<file path="src/pmrc_pkg.sv">
// Purpose: Shared constants for the power-mode and reset controller.
// Assumes: 100 MHz system clock, 8-bit special register port.
// Notes: All offsets, bit positions, the power control reset value and cycle counts live here.
package pmrc_pkg;

  // Clock rate in kHz, used to turn times into cycle counts.
  localparam int unsigned CLK_KHZ = 100000;

  // Register addresses on the special register port.
  localparam logic [7:0] PWR_CTRL_ADDR = 8'h87;
  localparam logic [7:0] RST_SRC_ADDR = 8'hEF;

  // Power control field positions and reset value.
  localparam int unsigned IDLE_BIT = 0;
  localparam int unsigned STOP_BIT = 1;
  localparam int unsigned FLAGS_LSB = 2;
  localparam int unsigned FLAGS_MSB = 6;
  localparam int unsigned BAUD_BIT = 7;
  localparam logic [7:0] PWR_CTRL_RST = 8'h00;

  // Reset source field positions.
  localparam int unsigned PIN_FLAG_BIT = 0;
  localparam int unsigned POR_FLAG_BIT = 1;
  localparam int unsigned MCD_FLAG_BIT = 2;
  localparam int unsigned WDT_FLAG_BIT = 3;

  // Entry point fetched after every reset.
  localparam logic [15:0] RESET_VECTOR = 16'h0000;

  // Supply monitor timeout in ms and missing clock timeout in us.
  localparam int unsigned MON_TIMEOUT_MS = 100;
  localparam int unsigned MON_TIMEOUT_CYC = MON_TIMEOUT_MS * CLK_KHZ;
  localparam int unsigned MCD_TIMEOUT_US = 100;
  localparam int unsigned MCD_TIMEOUT_CYC = MCD_TIMEOUT_US * CLK_KHZ / 1000;

  // Power states, one-hot.
  typedef enum logic [3:0] {
    PMRC_RESET = 4'h1,
    PMRC_RUN = 4'h2,
    PMRC_IDLE = 4'h4,
    PMRC_STOP = 4'h8
  } pmrc_state_e;

endpackage

</file>
<file path="src/pmrc_timer.sv">
// Purpose: Counts a fixed number of enabled cycles and flags completion.
// Assumes: Single clock, synchronous active-high reset.
// Notes: Restart reloads the count; done stays high until the next restart.
`timescale 1ns/100ps
module pmrc_timer #(
  parameter int unsigned COUNT = 16 // Cycles to count.
) (
  input wire logic clk, // System clock.
  input wire logic rst, // Synchronous reset.
  input wire logic restart, // Reload and start counting.
  input wire logic run, // Count enable.
  output logic done // Count reached.
);

  localparam int unsigned W = $clog2(COUNT + 1);
  localparam logic [W-1:0] LAST = W'(COUNT - 1);

  logic [W-1:0] cnt_q;

  // Counter holds at the last value so done is a level.
  always_ff @(posedge clk) begin
    if (rst || restart) begin
      cnt_q <= '0;
      done <= 1'b0;
    end else if (run && !done) begin
      if (cnt_q == LAST) begin
        done <= 1'b1;
      end else begin
        cnt_q <= cnt_q + W'(1);
      end
    end
  end

endmodule

</file>
<file path="src/pmrc_ctrl.sv">
// Purpose: Power-mode and reset controller: idle, stop, power-on and power-fail reset.
// Assumes: CPU reaches registers through an 8-bit special register port on clk.
// Notes: Supply monitor, reset pin and wake inputs are asynchronous and synchronised.
//
// Notes on behaviour
// Setting idle bit halts only the CPU clock after the write completes.
// Idle keeps all register and memory contents unchanged.
// Enabled interrupt or reset ends idle; interrupt clears the idle bit.
// After interrupt wake, return resumes at instruction after the idle write.
// Reset ending idle runs the normal reset sequence from address 0x0000.
// Software should follow the idle write with a multi-byte instruction.
// Enabled watchdog eventually resets the device out of idle.
// Setting stop bit halts CPU and oscillator, stopping digital peripherals.
// Only a reset ends stop; execution restarts from address 0x0000.
// Enabled missing clock detector resets out of stop after 100 us.
// Idle and stop bits always read as zero.
// Baud doubler set doubles the serial baud rate.
// The five general flags are plain storage with no effect.
// Power-up holds reset until supply is good, pin low for 100 ms.
// Power-on sets the power-on flag; every other reset clears it.
// Writing one to the power-on flag forces a full power-on sequence.
// With monitor enabled, supply drop below threshold resets; recovery as power-on.
// Monitor enable pin gates the monitor; small packages keep it always on.
// Writing idle and stop together enters stop.
`timescale 1ns/100ps
module pmrc_ctrl #(
  parameter int unsigned MON_CYC = pmrc_pkg::MON_TIMEOUT_CYC, // Supply monitor timeout.
  parameter int unsigned MCD_CYC = pmrc_pkg::MCD_TIMEOUT_CYC, // Missing clock timeout.
  parameter bit SMALL_PKG = 1'b0 // Monitor always enabled.
) (
  input wire logic clk, // System clock, 100 MHz.
  input wire logic rst, // Synchronous reset, active high.
  input wire logic supply_ok, // Supply above threshold level, async.
  input wire logic supply_monitor_enable_pin, // Monitor enable pin, async.
  input wire logic rst_pin_n_in, // Reset pin level, async, low active.
  input wire logic sfr_wr, // Register write strobe.
  input wire logic sfr_rd, // Register read strobe.
  input wire logic [7:0] sfr_addr, // Register address.
  input wire logic [7:0] sfr_wdata, // Register write data.
  input wire logic irq_pending, // Enabled interrupt pending, async.
  input wire logic wdt_enable, // Watchdog enabled.
  input wire logic wdt_expire, // Watchdog timeout, async.
  input wire logic mcd_enable, // Missing clock detector enabled.
  input wire logic [15:0] cpu_pc, // Address of next instruction.
  output logic [7:0] sfr_rdata, // Register read data.
  output logic cpu_clk_en, // CPU clock enable.
  output logic periph_clk_en, // Peripheral and oscillator enable.
  output logic cpu_reset, // Core held in reset.
  output logic [15:0] reset_vector, // Fetch address after reset.
  output logic [15:0] resume_pc, // Return address saved at idle entry.
  output logic rst_pin_n_out, // Reset pin drive value, low.
  output logic rst_pin_oe, // Reset pin drive enable.
  output logic baud_doubler // Serial baud rate doubler.
);

  pmrc_pkg::pmrc_state_e state_q;
  pmrc_pkg::pmrc_state_e state_d;

  logic [1:0] sup_sync_q;
  logic [1:0] mon_sync_q;
  logic [1:0] pin_sync_q;
  logic [1:0] irq_sync_q;
  logic [1:0] wdt_sync_q;
  logic [7:0] pwr_ctrl_q;
  logic [3:0] rst_src_q;
  logic por_active_q;
  logic force_por_q;
  logic mon_done;
  logic mcd_done;
  logic mon_on;
  logic supply_fail;
  logic pin_reset;
  logic wdt_reset;
  logic mcd_reset;
  logic pwr_wr;
  logic src_wr;
  logic any_reset;
  logic [2:0] oe_hist_q;

  // Two flip-flop synchronisers for every asynchronous input.
  always_ff @(posedge clk) begin
    if (rst) begin
      sup_sync_q <= 2'h0;
      mon_sync_q <= 2'h0;
      pin_sync_q <= 2'h3;
      irq_sync_q <= 2'h0;
      wdt_sync_q <= 2'h0;
    end else begin
      sup_sync_q <= {sup_sync_q[0], supply_ok};
      mon_sync_q <= {mon_sync_q[0], supply_monitor_enable_pin};
      pin_sync_q <= {pin_sync_q[0], rst_pin_n_in};
      irq_sync_q <= {irq_sync_q[0], irq_pending};
      wdt_sync_q <= {wdt_sync_q[0], wdt_expire};
    end
  end

  // monitor enable
  assign mon_on = SMALL_PKG ? 1'b1 : mon_sync_q[1];
  // supply drop reset
  assign supply_fail = mon_on && !sup_sync_q[1];

  // The pin still reads low for a few cycles after we release it, until the synchroniser catches up.
  // Without this mask every power-on release would be taken as an external pin reset.
  always_ff @(posedge clk) begin
    if (rst) begin
      oe_hist_q <= 3'h7;
    end else begin
      oe_hist_q <= {oe_hist_q[1:0], rst_pin_oe};
    end
  end

  assign pin_reset = !pin_sync_q[1] && !rst_pin_oe && (oe_hist_q == 3'h0);
  // watchdog ends idle
  assign wdt_reset = wdt_enable && wdt_sync_q[1];
  // missing clock reset
  assign mcd_reset = mcd_enable && mcd_done;
  assign pwr_wr = sfr_wr && (sfr_addr == pmrc_pkg::PWR_CTRL_ADDR);
  assign src_wr = sfr_wr && (sfr_addr == pmrc_pkg::RST_SRC_ADDR);
  assign any_reset = supply_fail || pin_reset || wdt_reset || mcd_reset || force_por_q;

  // supply monitor timeout
  pmrc_timer #(
    .COUNT(MON_CYC)
  ) u_mon_timer (
    .clk(clk),
    .rst(rst),
    .restart(supply_fail || force_por_q),
    .run(por_active_q),
    .done(mon_done)
  );

  // The detector counts only while stopped, where no clock edge reaches the core.
  pmrc_timer #(
    .COUNT(MCD_CYC)
  ) u_mcd_timer (
    .clk(clk),
    .rst(rst),
    .restart(state_q != pmrc_pkg::PMRC_STOP),
    .run(1'b1),
    .done(mcd_done)
  );

  // Power-on sequence stays active until supply is good and the timeout expires.
  always_ff @(posedge clk) begin
    if (rst) begin
      por_active_q <= 1'b1;
      force_por_q <= 1'b0;
    end else begin
      // forced power-on
      force_por_q <= src_wr && sfr_wdata[pmrc_pkg::POR_FLAG_BIT];
      if (supply_fail || force_por_q) begin
        por_active_q <= 1'b1;
      end else if (mon_done && sup_sync_q[1]) begin
        por_active_q <= 1'b0;
      end
    end
  end

  // Power state sequencing.
  always_comb begin
    state_d = state_q;
    case (state_q)
      pmrc_pkg::PMRC_RESET: begin
        if (!por_active_q && !any_reset) begin
          state_d = pmrc_pkg::PMRC_RUN;
        end
      end
      pmrc_pkg::PMRC_RUN: begin
        if (any_reset) begin
          state_d = pmrc_pkg::PMRC_RESET;
        // stop wins
        end else if (pwr_wr && sfr_wdata[pmrc_pkg::STOP_BIT]) begin
          state_d = pmrc_pkg::PMRC_STOP;
        // enter idle
        end else if (pwr_wr && sfr_wdata[pmrc_pkg::IDLE_BIT]) begin
          state_d = pmrc_pkg::PMRC_IDLE;
        end
      end
      pmrc_pkg::PMRC_IDLE: begin
        // reset ends idle
        if (any_reset) begin
          state_d = pmrc_pkg::PMRC_RESET;
        // interrupt wakes
        end else if (irq_sync_q[1]) begin
          state_d = pmrc_pkg::PMRC_RUN;
        end
      end
      pmrc_pkg::PMRC_STOP: begin
        // only reset exits
        if (any_reset) begin
          state_d = pmrc_pkg::PMRC_RESET;
        end
      end
      default: begin
        state_d = pmrc_pkg::PMRC_RESET;
      end
    endcase
  end

  always_ff @(posedge clk) begin
    if (rst) begin
      state_q <= pmrc_pkg::PMRC_RESET;
    end else begin
      state_q <= state_d;
    end
  end

  // Power control storage; the mode bits are never held, so they read back zero.
  always_ff @(posedge clk) begin
    if (rst || state_q == pmrc_pkg::PMRC_RESET) begin
      pwr_ctrl_q <= pmrc_pkg::PWR_CTRL_RST;
    // plain flag storage
    end else if (pwr_wr) begin
      pwr_ctrl_q[pmrc_pkg::BAUD_BIT] <= sfr_wdata[pmrc_pkg::BAUD_BIT];
      pwr_ctrl_q[pmrc_pkg::FLAGS_MSB:pmrc_pkg::FLAGS_LSB] <=
        sfr_wdata[pmrc_pkg::FLAGS_MSB:pmrc_pkg::FLAGS_LSB];
    end
  end

  // Reset source flags are captured as the reset state is entered.
  always_ff @(posedge clk) begin
    if (rst) begin
      rst_src_q <= 4'h2;
    end else if (state_q != pmrc_pkg::PMRC_RESET && state_d == pmrc_pkg::PMRC_RESET) begin
      // power-on flag
      rst_src_q[pmrc_pkg::POR_FLAG_BIT] <= supply_fail || force_por_q;
      rst_src_q[pmrc_pkg::PIN_FLAG_BIT] <= pin_reset;
      rst_src_q[pmrc_pkg::MCD_FLAG_BIT] <= mcd_reset;
      rst_src_q[pmrc_pkg::WDT_FLAG_BIT] <= wdt_reset;
    end
  end

  // Read data; unmapped addresses return zero.
  always_ff @(posedge clk) begin
    if (rst) begin
      sfr_rdata <= 8'h00;
    end else if (sfr_rd && sfr_addr == pmrc_pkg::PWR_CTRL_ADDR) begin
      // mode bits read zero
      sfr_rdata <= {pwr_ctrl_q[7:2], 2'h0};
    end else if (sfr_rd && sfr_addr == pmrc_pkg::RST_SRC_ADDR) begin
      sfr_rdata <= {4'h0, rst_src_q};
    end else if (sfr_rd) begin
      sfr_rdata <= 8'h00;
    end
  end

  // Clock gating, core reset and pin drive, all registered.
  always_ff @(posedge clk) begin
    if (rst) begin
      cpu_clk_en <= 1'b0;
      periph_clk_en <= 1'b1;
      cpu_reset <= 1'b1;
      rst_pin_n_out <= 1'b0;
      rst_pin_oe <= 1'b1;
      baud_doubler <= 1'b0;
      reset_vector <= pmrc_pkg::RESET_VECTOR;
    end else begin
      // idle freezes core
      cpu_clk_en <= (state_d == pmrc_pkg::PMRC_RUN);
      // stop halts oscillator
      periph_clk_en <= (state_d != pmrc_pkg::PMRC_STOP);
      cpu_reset <= (state_d == pmrc_pkg::PMRC_RESET);
      // pin low during monitor
      rst_pin_n_out <= 1'b0;
      rst_pin_oe <= por_active_q || supply_fail;
      // baud doubling
      baud_doubler <= pwr_ctrl_q[pmrc_pkg::BAUD_BIT];
      reset_vector <= pmrc_pkg::RESET_VECTOR;
    end
  end

  // resume address
  always_ff @(posedge clk) begin
    if (rst) begin
      resume_pc <= 16'h0000;
    end else if (state_q == pmrc_pkg::PMRC_RUN && state_d == pmrc_pkg::PMRC_IDLE) begin
      resume_pc <= cpu_pc;
    end
  end

endmodule

</file>
<file path="config.mk">
export PLATFORM = sky130hd
export DESIGN_NAME = pmrc_ctrl
export DESIGN_NICKNAME = d
export VERILOG_FILES = /design/src/pmrc_pkg.sv /design/src/pmrc_timer.sv /design/src/pmrc_ctrl.sv
export SDC_FILE = /design/constraint.sdc
export NUM_CORES = 1
export LEC_CHECK = 0
export BUFFER_PORTS_ARGS = -buffer_cell sky130_fd_sc_hd__buf_2
export CAP_MARGIN = 20
export CORE_MARGIN = 8
export CORE_UTILIZATION = 59
export DETAILED_ROUTE_END_ITERATION = 12
export GPL_TIMING_DRIVEN = 0
export PLACE_DENSITY = 0.82
export SLEW_MARGIN = 30
export SYNTH_ARGS = -nofsm -noshare
export SYNTH_HDL_FRONTEND = slang
export SYNTH_SLANG_ARGS = --single-unit
</file>
<file path="constraint.sdc">
create_clock -name clk -period 3.9 [get_ports clk]
set_clock_uncertainty 0.05 [all_clocks]
set_input_delay 0.585 -clock clk [delete_from_list [all_inputs] [get_ports clk]]
set_output_delay 0.585 -clock clk [all_outputs]
set_load 0.02 [all_outputs]
</file>
== Yosys cells after proc, flatten, opt, wreduce, memory -nomap -nowiden ==
Cells that the tools add are included.

* Bits in registers: 98
* Bits in latches: 0
* RAM bits: 0
* Memory bits (read-only): 0
* Output and inout port bits: 46
* Word-level logic and storage cells: 95
* Memories: 0

* $add $sub $neg: 2
* Multipliers: 0
* Div/mod/pow operators: 0
* $lt $le $gt $ge: 0
* Eq/ne operators: 14
* Shift-type cells: 0
* Multiplexer cells: 13
* Bitwise operators: 3
* Reductions and logical operators: 40

{| class="wikitable"
|+ Operators by type and width
! operator !! number
|-
| $mux 4 || 7
|-
| $add 24x1->24 const B || 1
|-
| $eq 24x24->1 const B || 1
|-
| $mux 8 || 3
|-
| $logic_and 1x1->1 || 17
|-
| $eq 8x8->1 const B || 2
|-
| $pmux 4 s4 || 1
|-
| $add 14x1->14 const B || 1
|-
| $eq 14x14->1 const B || 1
|-
| $logic_or 1x1->1 || 9
|-
| $eq 4x1->1 const B || 2
|-
| $eq 4x2->1 const B || 2
|-
| $eq 4x3->1 const B || 2
|-
| $ne 4x4->1 const B || 2
|-
| $logic_not 1->1 || 6
|-
| $reduce_and 2->1 || 3
|-
| $eq 4x4->1 const B || 1
|-
| $ne 4x1->1 const B || 1
|-
| $reduce_or 2->1 || 2
|-
| $logic_not 3->1 || 1
|-
| $not 1->1 || 3
|-
| $reduce_bool 3->1 || 1
|-
| $mux 1 || 2
|-
| $reduce_bool 2->1 || 1
|}

== Longest topological paths before layout ==
Gate-level depths: netlist (run 1).

* Depth after elaboration: 13
* Mapped depth: 9
* Mapped depth without buffers: 6

== By module ==
Synthesis (run 1) repeated with hierarchy kept, for this count alone.

* Cell total of the unflattened synthesis: 496
* Area, all modules: 4,523.1 sq um

{| class="wikitable"
|+ Modules (own cells, without submodules)
! module !! times used !! cells an instance !! area each (sq um) !! seq. area each (sq um)
|-
| pmrc_ctrl || 1 || 268 || 2,501.1 || 1,161.1
|-
| pmrc_timer (u_mon_timer) || 1 || 145 || 1,290.0 || 500.5
|-
| pmrc_timer (u_mcd_timer) || 1 || 83 || 732.0 || 300.3
|}

== Least setup slack after synthesis (run 1) ==
OpenSTA, ideal clock, no wires.

* Path kind: input port to flip-flop
* From: in sfr_wr
* To: reg resume_pc[10]
* Setup time: 0.120 ns
* Data arrival time: 1.907 ns
* Required time: 3.730 ns
* Setup slack: 1.823 ns
* Stages: 7
* Path through: clkbuf_1 -> nand4_1 -> o21a_1 -> nor3b_1 -> buf_2 -> buf_6 -> mux2i_1

* Word-level cells in the longest chain between the ends: 8
* Elaborated cells between the ends (all ways): 9

{| class="wikitable"
|+ RTL lines
! item !! line !! RTL
|-
| from (decl) || pmrc_ctrl.sv:36 || <nowiki>input wire logic sfr_wr,</nowiki>
|-
| $logic_and 1x1->1 (*) || pmrc_ctrl.sv:117 || <nowiki>assign pwr_wr = sfr_wr && (sfr_addr == pmrc_pkg::PWR_CTRL_ADDR);</nowiki>
|-
| $logic_and 1x1->1 || pmrc_ctrl.sv:175 || <nowiki>end else if (pwr_wr && sfr_wdata[pmrc_pkg::IDLE_BIT]) begin</nowiki>
|-
| $mux 4 || pmrc_ctrl.sv:175 ||
|-
| $mux 4 (*) || pmrc_ctrl.sv:172 || <nowiki>end else if (pwr_wr && sfr_wdata[pmrc_pkg::STOP_BIT]) begin</nowiki>
|-
| $mux 4 (*) || pmrc_ctrl.sv:169 || <nowiki>if (any_reset) begin</nowiki>
|-
| $pmux 4 s4 (*) || pmrc_ctrl.sv:162 || <nowiki>case (state_q)</nowiki>
|-
| $eq 4x3->1 (*) || pmrc_ctrl.sv:276 || <nowiki>end else if (state_q == pmrc_pkg::PMRC_RUN && state_d == pmrc_pkg::PMRC_IDLE) begin</nowiki>
|-
| $logic_and 1x1->1 (*) || pmrc_ctrl.sv:276 ||
|-
| to (signal assigned) || pmrc_ctrl.sv:277 || <nowiki>resume_pc <= cpu_pc;</nowiki>
|-
| to (decl) || pmrc_ctrl.sv:50 || <nowiki>output logic [15:0] resume_pc,</nowiki>
|}

Every way passes the cells marked *; elsewhere a longest branch is shown, timed or not.
A chain may end at the register's enable or synchronous reset.

== Final worst setup path (run 1) ==
* From: reg state_q[2]
* To: reg resume_pc[11]

* Word-level cells in the longest chain between the ends: 6
* Elaborated cells between the ends (all ways): 14

{| class="wikitable"
|+ RTL lines
! item !! line !! RTL
|-
| from (decl) || pmrc_ctrl.sv:56 || <nowiki>pmrc_pkg::pmrc_state_e state_q;</nowiki>
|-
| from (signal assigned) || pmrc_ctrl.sv:202 || <nowiki>state_q <= pmrc_pkg::PMRC_RESET;</nowiki>
|-
| from (signal assigned) || pmrc_ctrl.sv:204 || <nowiki>state_q <= state_d;</nowiki>
|-
| $mux 4 || pmrc_ctrl.sv:175 ||
|-
| $mux 4 || pmrc_ctrl.sv:172 ||
|-
| $mux 4 || pmrc_ctrl.sv:169 ||
|-
| $pmux 4 s4 || pmrc_ctrl.sv:162 ||
|-
| $eq 4x3->1 || pmrc_ctrl.sv:276 ||
|-
| $logic_and 1x1->1 (*) || pmrc_ctrl.sv:276 ||
|}

Marks and branches as above.

==> flow_summary.yaml, run 1 <==
outcome:
  status: "completed"
layout:
  antenna_cells: 0
  stdcell_count: 679
  fin_nets: 620
  final_cell_mix: "dfxtp_1 (98), buf_2 (72), nor2_1 (45)"
  final_common_cell: "dfxtp_1"
  area_growth_syn_to_layout_pct: 16.88
  drive_gt1_share_pct: 22.41
grt:
  grt_use_total_pct: 18.89
  grt_max_degree: 16
  grt_pass1_wl_um: 15920
  antenna_found_initial: 0
  grt_pass1_vias: 3582
  grt.overflow.total: 0
sta:
  slew_viol_final: 0
  setup_violations: 0
  final_hold_viol_count: 0
  finalCritPeriodShare_pct: 62.07
  finalSetupTns_ns: 0
  fmaxAchievable_mhz: 413.1
  fin_crit_ns: 2.421
  tightestPinTransition_ns: 0.5642
  max-slew-margin-rel_pct: 61.85
  rsz0062_at_grt: "no"
flow_run:
  drv_cap: 0
route:
  first_pass_iters: 4
  drtAntennaViolNets: 0
  vias_per_cell: 5.364
  drc_errors: 0
  routedWlPerCell_um: 14.02
  num_vias: 3642
  drtIter0Drc: 171
  drt-total-wl_um: 9521
critical_path:
  crit_arrival_ns: 2.66
  cp.required_ns: 4.14
  worstSetupStartpointType: "flop"
  path_class: "reg2reg"
  path_max_fanout: 10
  cp-end-kind: "flop"
clock_network:
  ctsHoldBuffers: 0
  root_buffer: "clkbuf_8"
  clockBufferDepth: 2
  clock_latency_ns: 0.35
  post_cts_buffers: 0
  htree_levels: 3
  numCtsBuffers: 9
  clkTransAtPathRegs_ns: 0.09
  cts.sinks: 98
  ctsResizeCount: 0
  cts_tree: "yes"
synthesis:
  async_reset_ff_share_pct: 0
  syn-cell-area_um2: 4350
  synthCells: 479
  yosys_warnings: 0
  synth-main-ff-cell: "dfxtp_1"
  synth_fa_ha_area_share_pct: 0.5752
  yosys.area_share.simple_pct: 27.35
  yosysSeqAreaShare_pct: 45.10
  synth_edf_count: 0
  synth_cell_types: 54
  synth_top_family_by_area: "simple AND/OR/NAND/NOR gates"
  avgSynthCellArea_um2: 9.082
  synth_xor_xnor_area_share_pct: 4.026
  synth_seq_cells: 98
  synth-compound-area-share_pct: 11.36
  muxShareOfSynthArea_pct: 4.832
power:
  vdd_drop_max_v: 0.0002427
  power.density_nw_per_um2: 351.2
  p_leak_nw: 1.925
floorplanning:
  design.core.area_um2: 7214
  num_rows: 31
  num_io_pins: 89
  die_h_um: 101.9
  start_util_pct: 60.30
  die_x_um: 101.9
  dieArea_um2: 10380
placed_design:
  place_inst: 663
  routabilityCongestion: 0.8265
  dp_hpwl_um: 6949
  portBuffers: 69
hold_path:
  hp-class: "in2reg"
==> worst max-delay path: stages (launching register included) <==
cell,delay [ns]
dfxtp_1,0.31
clkbuf_1,0.19
nor4b_1,0.53
a211o_1,0.19
nand4_1,0.12
nor3b_1,0.27
buf_2,0.29
buf_6,0.20
mux2i_1,0.20
==> cell type report <==
type | instances | area [um2]
plain buffers | 43 | 267.8
clock buffers | 12 | 155.1
clock inverters | 4 | 50.05
fillers | 602 | 2130
inverters | 6 | 22.52
multi-input cells | 348 | 2158
flip-flops and latches | 98 | 1962
well taps | 99 | 123.9
repair buffers | 69 | 345.3
==> registers in the layout, summed over array words and instances, names as in the netlist, 3 cells and up <==
signal / count
state_q: 4
resume_pc: 16
oe_hist_q: 3
u_mcd_timer.cnt_q: 14
pwr_ctrl_q: 6
u_mon_timer.cnt_q: 24
sfr_rdata: 8
rst_src_q: 4
==> power breakdown <==
group	switching, mW	internal (mW)
Clock	0.340	0.331
Combinational	0.0561	0.0464
Sequential	0.00388	1.01
Total	0.400	1.39
==> through the flow <==
| step | worst slack, ns | total power, mW | instance area (um2) | util, % | hold slack (ns) |
|---|---|---|---|---|---|
| after floorplan | 1.823 | 1.104 | 4410 | - | 0.3395 |
| after global placement | 1.526 | 1.134 | 4880 | 67.64 | 0.3461 |
| after detailed placement | 1.492 | 1.136 | 4880 | 67.64 | 0.3491 |
| after CTS | 1.481 | 1.793 | 5085 | 70.48 | 0.3609 |
| after global routing | 1.222 | 1.851 | 5085 | 70.48 | 0.3472 |
| final | 1.479 | 1.786 | 5085 | 70.48 | 0.3694 |
==> logic make-up after synthesis <==
| logic type | count (synthesis) |
|---|---|
| fa+ha+maj | 2 |
| xor+xnor | 20 |
| compound gates | 74 |
| flops | 98 |
| other cells | 1 |
| simple gates | 214 |
| buf+inv | 49 |
| mux | 21 |
==> final timing paths <==
| kind | startpoint | endpoint | slack, ns | cells past startpoint |
|---|---|---|---|---|
| setup / recovery | state_q[2] | resume_pc[11] | 1.48 | 8 |
| hold / removal | rst_pin_n_in | pin_sync_q[0] | 0.37 | 2 |
| setup reg to reg | state_q[2] | resume_pc[11] | 1.48 | 8 |
| hold reg to reg | pin_sync_q[0] | pin_sync_q[1] | 0.38 | 1 |
==> metal layers <==
layer | GRT usage (%) | vias to the layer above | routed length (um)
met4 | 5.643 | 0 | 70
met2 | 32.65 | 93 | 4671
met1 | 21.36 | 1718 | 4053
met5 | 0 | - | 0
met3 | 6.676 | 8 | 726
li1 | - | 1823 | -
==> Yosys cell counts (3+ instances only) <==
master    count  area share, %
o21ai_2       5            1.0
inv_1         6           0.52
a21oi_2       5            1.0
a21oi_1      26            3.0
nor2_1       45            3.9
dfxtp_1      98             45
or3_1        14            2.0
buf_2         3           0.35
o211ai_1      4           0.69
buf_6         3           0.78
a41oi_1       3           0.60
xor2_1       19            3.8
o21ai_1       3           0.35
clkbuf_1     18            1.6
and3_1        7            1.0
mux2i_1      21            4.8
nor4_1        4           0.58
nor3b_1       4           0.69
nand4_1      10            1.4
or2_2         8            1.2
buf_4        17            2.9
o21ai_0       7           0.81
nor2b_1      15            2.2
nand2_1      25            2.2
nor4b_1       3           0.60
nor3_1        3           0.35
or4_1         6            1.0
o31ai_1       5           0.86
a21o_1        3           0.52
nand2b_1     38            5.5
nand3_1      23            2.6
(Power assumes the default switching activity.)
==> inputs of run 2 (changes only) <==
- ABC_AREA: default -> 1
- CORE_UTILIZATION: 59 -> 56
- PLACE_DENSITY: 0.82 -> 0.77
- clock period: 3.9 -> 2.29 ns (I/O delays scaled with it)
==> flow_summary.yaml, run 2 <==
outcome:
  status: "completed"
layout:
  drive_gt1_share_pct: 18.52
  stdcell_count: 918
  fin_nets: 850
  largest_reg_flops: 24
  final_common_cell: "nand2_1"
  regMostFlops: "u_mon_timer.cnt_q"
  nFillCells: 790
  area_growth_syn_to_layout_pct: 15.69
  utilization_pct: 65.61
  final_area_um2: 5638
  antenna_cells: 0
  reg_top3: "u_mon_timer.cnt_q: 24 flops, resume_pc: 16 flops, u_mcd_timer.cnt_q: 14 flops"
  final_cell_mix: "nand2_1 (225), dfxtp_1 (98), nor2_1 (91)"
sta:
  finalCritPeriodShare_pct: 87.52
  fmaxAchievable_mhz: 499.0
  tightestPinTransition_ns: 0.4986
  max-slew-margin-rel_pct: 66.50
  setup_violations: 0
  finalSetupTns_ns: 0
  slew_viol_final: 0
  fin_crit_ns: 2.004
  rsz0062_at_grt: "no"
  final_hold_viol_count: 0
grt:
  grt_pass1_wl_um: 17720
  grt_max_degree: 20
  grt_use_total_pct: 18.15
  grt.overflow.total: 0
  antenna_found_initial: 0
  grt_pass1_vias: 4153
synthesis:
  yosys_warnings: 0
  synth_area_leaders: "dfxtp_1 (40%), nand2_1 (17%), nor2_1 (7.0%)"
  synth_top_area_share_pct: 40.26
  synth-main-ff-cell: "dfxtp_1"
  avgSynthCellArea_um2: 6.893
  synthTopCellsByCount: "nand2_1 (225), dfxtp_1 (98), nor2_1 (91)"
  synth_edf_count: 0
  synth_seq_cells: 98
  yosysSeqAreaShare_pct: 40.26
  yosys.area.top_type: "dfxtp_1"
  async_reset_ff_share_pct: 0
  synth_cell_types: 34
  syn-cell-area_um2: 4873
  yosysMostFrequentCell: "nand2_1"
  synthCells: 707
route:
  drc_errors: 0
  num_vias: 4462
  first_pass_iters: 5
  vias_per_cell: 4.861
  drtAntennaViolNets: 0
  routedWlPerCell_um: 11.78
  drt-total-wl_um: 10810
  drtIter0Drc: 248
power:
  power.density_nw_per_um2: 548.1
  p_leak_nw: 2.483
  cell_internal_pwr_mw: 2.317
  p_clk_share_pct: 39.1
  switching_share_pct: 25.01
  vdd_drop_max_v: 0.0004767
  power_mw: 3.090
  power.switching_mw: 0.7730
  p_seq_share_pct: 55.8
  combPwrFrac_pct: 5.0
clock_network:
  clockBufferDepth: 2
  htree_levels: 3
  cts_tree: "yes"
  cts.sinks: 98
  root_buffer: "clkbuf_8"
  post_cts_buffers: 0
  numCtsBuffers: 9
  ctsHoldBuffers: 0
  clock_latency_ns: 0.38
  clkTransAtPathRegs_ns: 0.10
  ctsResizeCount: 0
hold_path:
  hp-class: "in2reg"
placed_design:
  portBuffers: 71
  place_area_um2: 5424
  place_inst: 902
  dp_hpwl_um: 8388
  routabilityCongestion: 0.9147
floorplanning:
  num_io_pins: 89
  die_h_um: 109.3
  die_x_um: 109.3
  num_rows: 34
  dieArea_um2: 11940
  start_util_pct: 56.71
  design.core.area_um2: 8593
critical_path:
  worstSetupStartpointType: "flop"
  cp_cell_sequence: "ha_1, nand2_1, nor3_2, nand3_2, nand2_4, inv_2, buf_6, nand2_1, a21oi_1"
  worst-r2r-setup-slack_ns: 0.29
  crit_top_cell: "nand2_1"
  cp.required_ns: 2.49
  path_max_fanout: 10
  path_class: "reg2reg"
  max_stage_delay_ns: 0.50
  crit_arrival_ns: 2.20
  cp_slowest_cell: "dfxtp_1"
  cp-end-kind: "flop"
flow_run:
  drv_cap: 0
==> run 2: cell count changes after synthesis, moves of 15 or more <==
cell,change
nand2b_1,-38
mux2i_1,-21
a21oi_1,+26
inv_1,+73
nor2b_1,-15
nor2_1,+46
nand2_1,+200
==> run 2: layer usage <==
layer / vias to the layer above / GRT usage, % / part of all wire, % / routed length [um]
met5: - / 0 / 0 / 0
met1: 2006 / 21.83 / 44 / 4763
met4: 0 / 7.329 / 1.7 / 187
met2: 92 / 31.11 / 49 / 5321
li1: 2348 / - / - / -
met3: 16 / 3.546 / 5.0 / 538
==> run 2: metrics by stage <==
| step | setup slack (ns) | hold WS, ns |
|---|---|---|
| 2_1_floorplan | 0.6744 | 0.3383 |
| 3_3_place_gp | 0.3581 | 0.3415 |
| 3_5_place_dp | 0.3272 | 0.3416 |
| 4_1_cts | 0.2957 | 0.09249 |
| 5_1_grt | 0.1086 | 0.08200 |
| 6_report | 0.2859 | 0.09932 |
==> run 2: cell families after synthesis <==
family,after synthesis,synth area share (%)
AO/OA/AOI/OAI,65,7.137
other,1,0.07695
buffers and inverters,117,11.50
AND/OR/NAND/NOR,398,35.84
flip-flops,98,40.26
adder cells (fa/ha/maj),2,0.5134
XOR/XNOR,26,4.673
==> run 2: worst paths after layout <==
kind	startpoint	to	cells past startpoint
hold / removal	rst_pin_n_in	pin_sync_q[0]	2
setup / recovery	u_mon_timer.cnt_q[0]	u_mon_timer.cnt_q[17]	9
hold reg to reg	wdt_sync_q[0]	wdt_sync_q[1]	2
setup reg to reg	u_mon_timer.cnt_q[0]	u_mon_timer.cnt_q[17]	9
==> run 2: worst max-delay path, delay by kind of cell (launching register included) <==
kind	cells	cell delay, ns
AOI/OAI and AO/OA	1	0.06
adders and majority gates	1	0.33
buffers and inverters	2	0.22
DFF	1	0.50
and+or+nand+nor	5	0.71
==> run 2: area by class of cell <==
class | count | area (um2) | area share [%]
multi-input cells | 508 | 2411 | 42.77
plain buffers | 34 | 249.0 | 4.416
repair buffers | 71 | 355.3 | 6.303
clock buffers | 9 | 123.9 | 2.197
inverters | 83 | 311.5 | 5.526
flip-flops and latches | 98 | 1962 | 34.80
clock inverters | 7 | 90.09 | 1.598
well taps | 108 | 135.1 | 2.397
==> run 2: power groups by stage <==
stage / clock, mW / combinational (mW) / sequential [mW]
after floorplan: 0 / 0.101 / 1.76
after global placement: 0 / 0.150 / 1.76
after detailed placement: 0 / 0.154 / 1.76
after CTS: 1.24 / 0.154 / 1.73
after global routing: 1.30 / 0.174 / 1.73
final: 1.21 / 0.155 / 1.73
==> inputs of run 3 (changes only) <==
- CAP_MARGIN: 20 -> default
- REMOVE_ABC_BUFFERS: default -> 1
==> flow_summary.yaml, run 3 (synthesis results as in run 2) <==
grt:
  met1_usage_pct: 20.96
  grt_use_met2_pct: 30.20
  grt-busiest-layer: "met2"
  use_met3_pct: 3.605
  grt_max_degree: 30
  grt_use_total_pct: 17.27
  antenna_found_initial: 0
  grt_pass1_wl_um: 17100
  grt_pass1_vias: 4031
  grt.overflow.total: 0
route:
  drtIter0Drc: 205
  vias_per_cell: 4.944
  first_pass_iters: 5
  num_vias: 4375
  drc_errors: 0
  drt-total-wl_um: 10240
  drtAntennaViolNets: 0
  routedWlPerCell_um: 11.58
critical_path:
  reg2reg_to: "u_mon_timer.cnt_q[9]"
  worstSetupStartpointType: "flop"
  path_buf_inv: 1
  r2r_start: "u_mon_timer.cnt_q[0]"
  cp-end-kind: "flop"
  max_stage_delay_ns: 0.46
  crit_top_cell: "nand2_1"
  cp.required_ns: 2.45
  critical-path-top-delay-family: "simple AND/OR/NAND/NOR gates"
  path_class: "reg2reg"
  crit_arrival_ns: 2.23
  cp_cell_sequence: "ha_1, nand2_1, nor3_2, nand3_2, nand2_8, inv_2, nand2_1, a21oi_1"
  cp_slowest_cell: "dfxtp_1"
  worst-r2r-setup-slack_ns: 0.22
  r2r_cells: 8
  path_max_fanout: 25
layout:
  fin_nets: 817
  antenna_cells: 0
  final_cell_mix: "nand2_1 (225), dfxtp_1 (98), nor2_1 (91)"
  nFillCells: 805
  regMostFlops: "u_mon_timer.cnt_q"
  stdcell_count: 885
  area_growth_syn_to_layout_pct: 10.32
  multi_input_area_um2: 2420
  reg_top3: "u_mon_timer.cnt_q: 24 flops, resume_pc: 16 flops, u_mcd_timer.cnt_q: 14 flops"
  largest_reg_flops: 24
  regArea_um2: 1962
  final_area_um2: 5376
  final_common_cell: "nand2_1"
  drive_gt1_share_pct: 16.09
placed_design:
  place_area_um2: 5175
  place_inst: 868
  routabilityCongestion: 0.9136
  place_ws_ns: -0.2253
  dp_hpwl_um: 7613
  portBuffers: 71
sta:
  whs_ns: 0.1174
  fmaxAchievable_mhz: 483.4
  finalCritPeriodShare_pct: 90.34
  slew_viol_final: 0
  fin_crit_ns: 2.069
  setup_ws_ns: 0.2213
  final_hold_viol_count: 0
  rsz0062_at_grt: "no"
  tightestPinTransition_ns: 0.8975
  max-slew-margin-rel_pct: 40.10
  setup_violations: 0
flow_run:
  drv_cap: 0
power:
  power_mw: 2.878
  power.density_nw_per_um2: 535.3
  vdd_drop_max_v: 0.0005470
  p_leak_nw: 2.325
hold_path:
  hp-start: "rst_pin_n_in"
  hold_path_depth: 2
  whs_endpoint: "pin_sync_q[0]"
  hp-class: "in2reg"
floorplanning:
  start_util_pct: 56.71
  num_io_pins: 89
  die_h_um: 109.3
  die_x_um: 109.3
  dieArea_um2: 11940
  design.core.area_um2: 8593
  num_rows: 34
clock_network:
  numCtsBuffers: 9
  clkTransAtPathRegs_ns: 0.09
  clock_latency_ns: 0.36
  clockBufferDepth: 2
  ctsHoldBuffers: 0
  root_buffer: "clkbuf_8"
  htree_levels: 3
  cts_tree: "yes"
  cts.sinks: 98
outcome:
  status: "completed"
[run 3: cell count changes in the layout (fill, tap and decap cells not counted), moves of 2 or more]
| cell | before | now |
|---|---|---|
| inv_8 | 3 | 0 |
| clkinv_2 | 0 | 2 |
| clkbuf_1 | 7 | 0 |
| buf_4 | 18 | 1 |
| buf_6 | 7 | 0 |
[run 3: layer usage]
metal | routed length (um) | share of wire (%)
met1 | 4614 | 45
met2 | 5030 | 49
met3 | 487 | 4.8
met4 | 112 | 1.1
met5 | 0 | 0
[run 3: area by class of cell]
class,count,share of cell area [%]
clock buffers,9,2.304
flip-flops and latches,98,36.49
multi-input cells,508,45.01
repair buffers,72,6.749
well taps,108,2.513
inverters,83,5.795
clock inverters,7,1.140
[run 3: how the worst max path moves through the flow]
stage	from	to	slack [ns]	depth (start not counted)
finish	u_mon_timer.cnt_q[0]	u_mon_timer.cnt_q[9]	0.22	8
global route	u_mon_timer.cnt_q[0]	u_mon_timer.cnt_q[17]	0.04	8
CTS	rst	u_mcd_timer.cnt_q[0]	0.14	4
detailed placement	rst	u_mcd_timer.cnt_q[11]	-0.23	4
global placement	rst	u_mcd_timer.cnt_q[13]	-0.20	4
floorplan	u_mon_timer.cnt_q[0]	u_mon_timer.cnt_q[10]	0.58	8
[run 3: through the flow]
step                      util, %  TNS (ns)
after floorplan                 -         0
after detailed placement    60.22    -2.989
after global placement      60.22    -2.803
after global routing        62.57         0
final                       62.57         0
after CTS                   62.38         0
[run 3: what timing repair did]
item / 4_1_cts / 5_1_grt
gates resized for setup: 0 / 1
endpoints found under the setup margin: 0 / 34
setup buffers: 0 / 1
[run 3: where the power goes]
part,internal [mW],switching [mW]
combinational,0.0402,0.0862
clock,0.414,0.614
sequential,1.72,0.00849
total,2.17,0.708
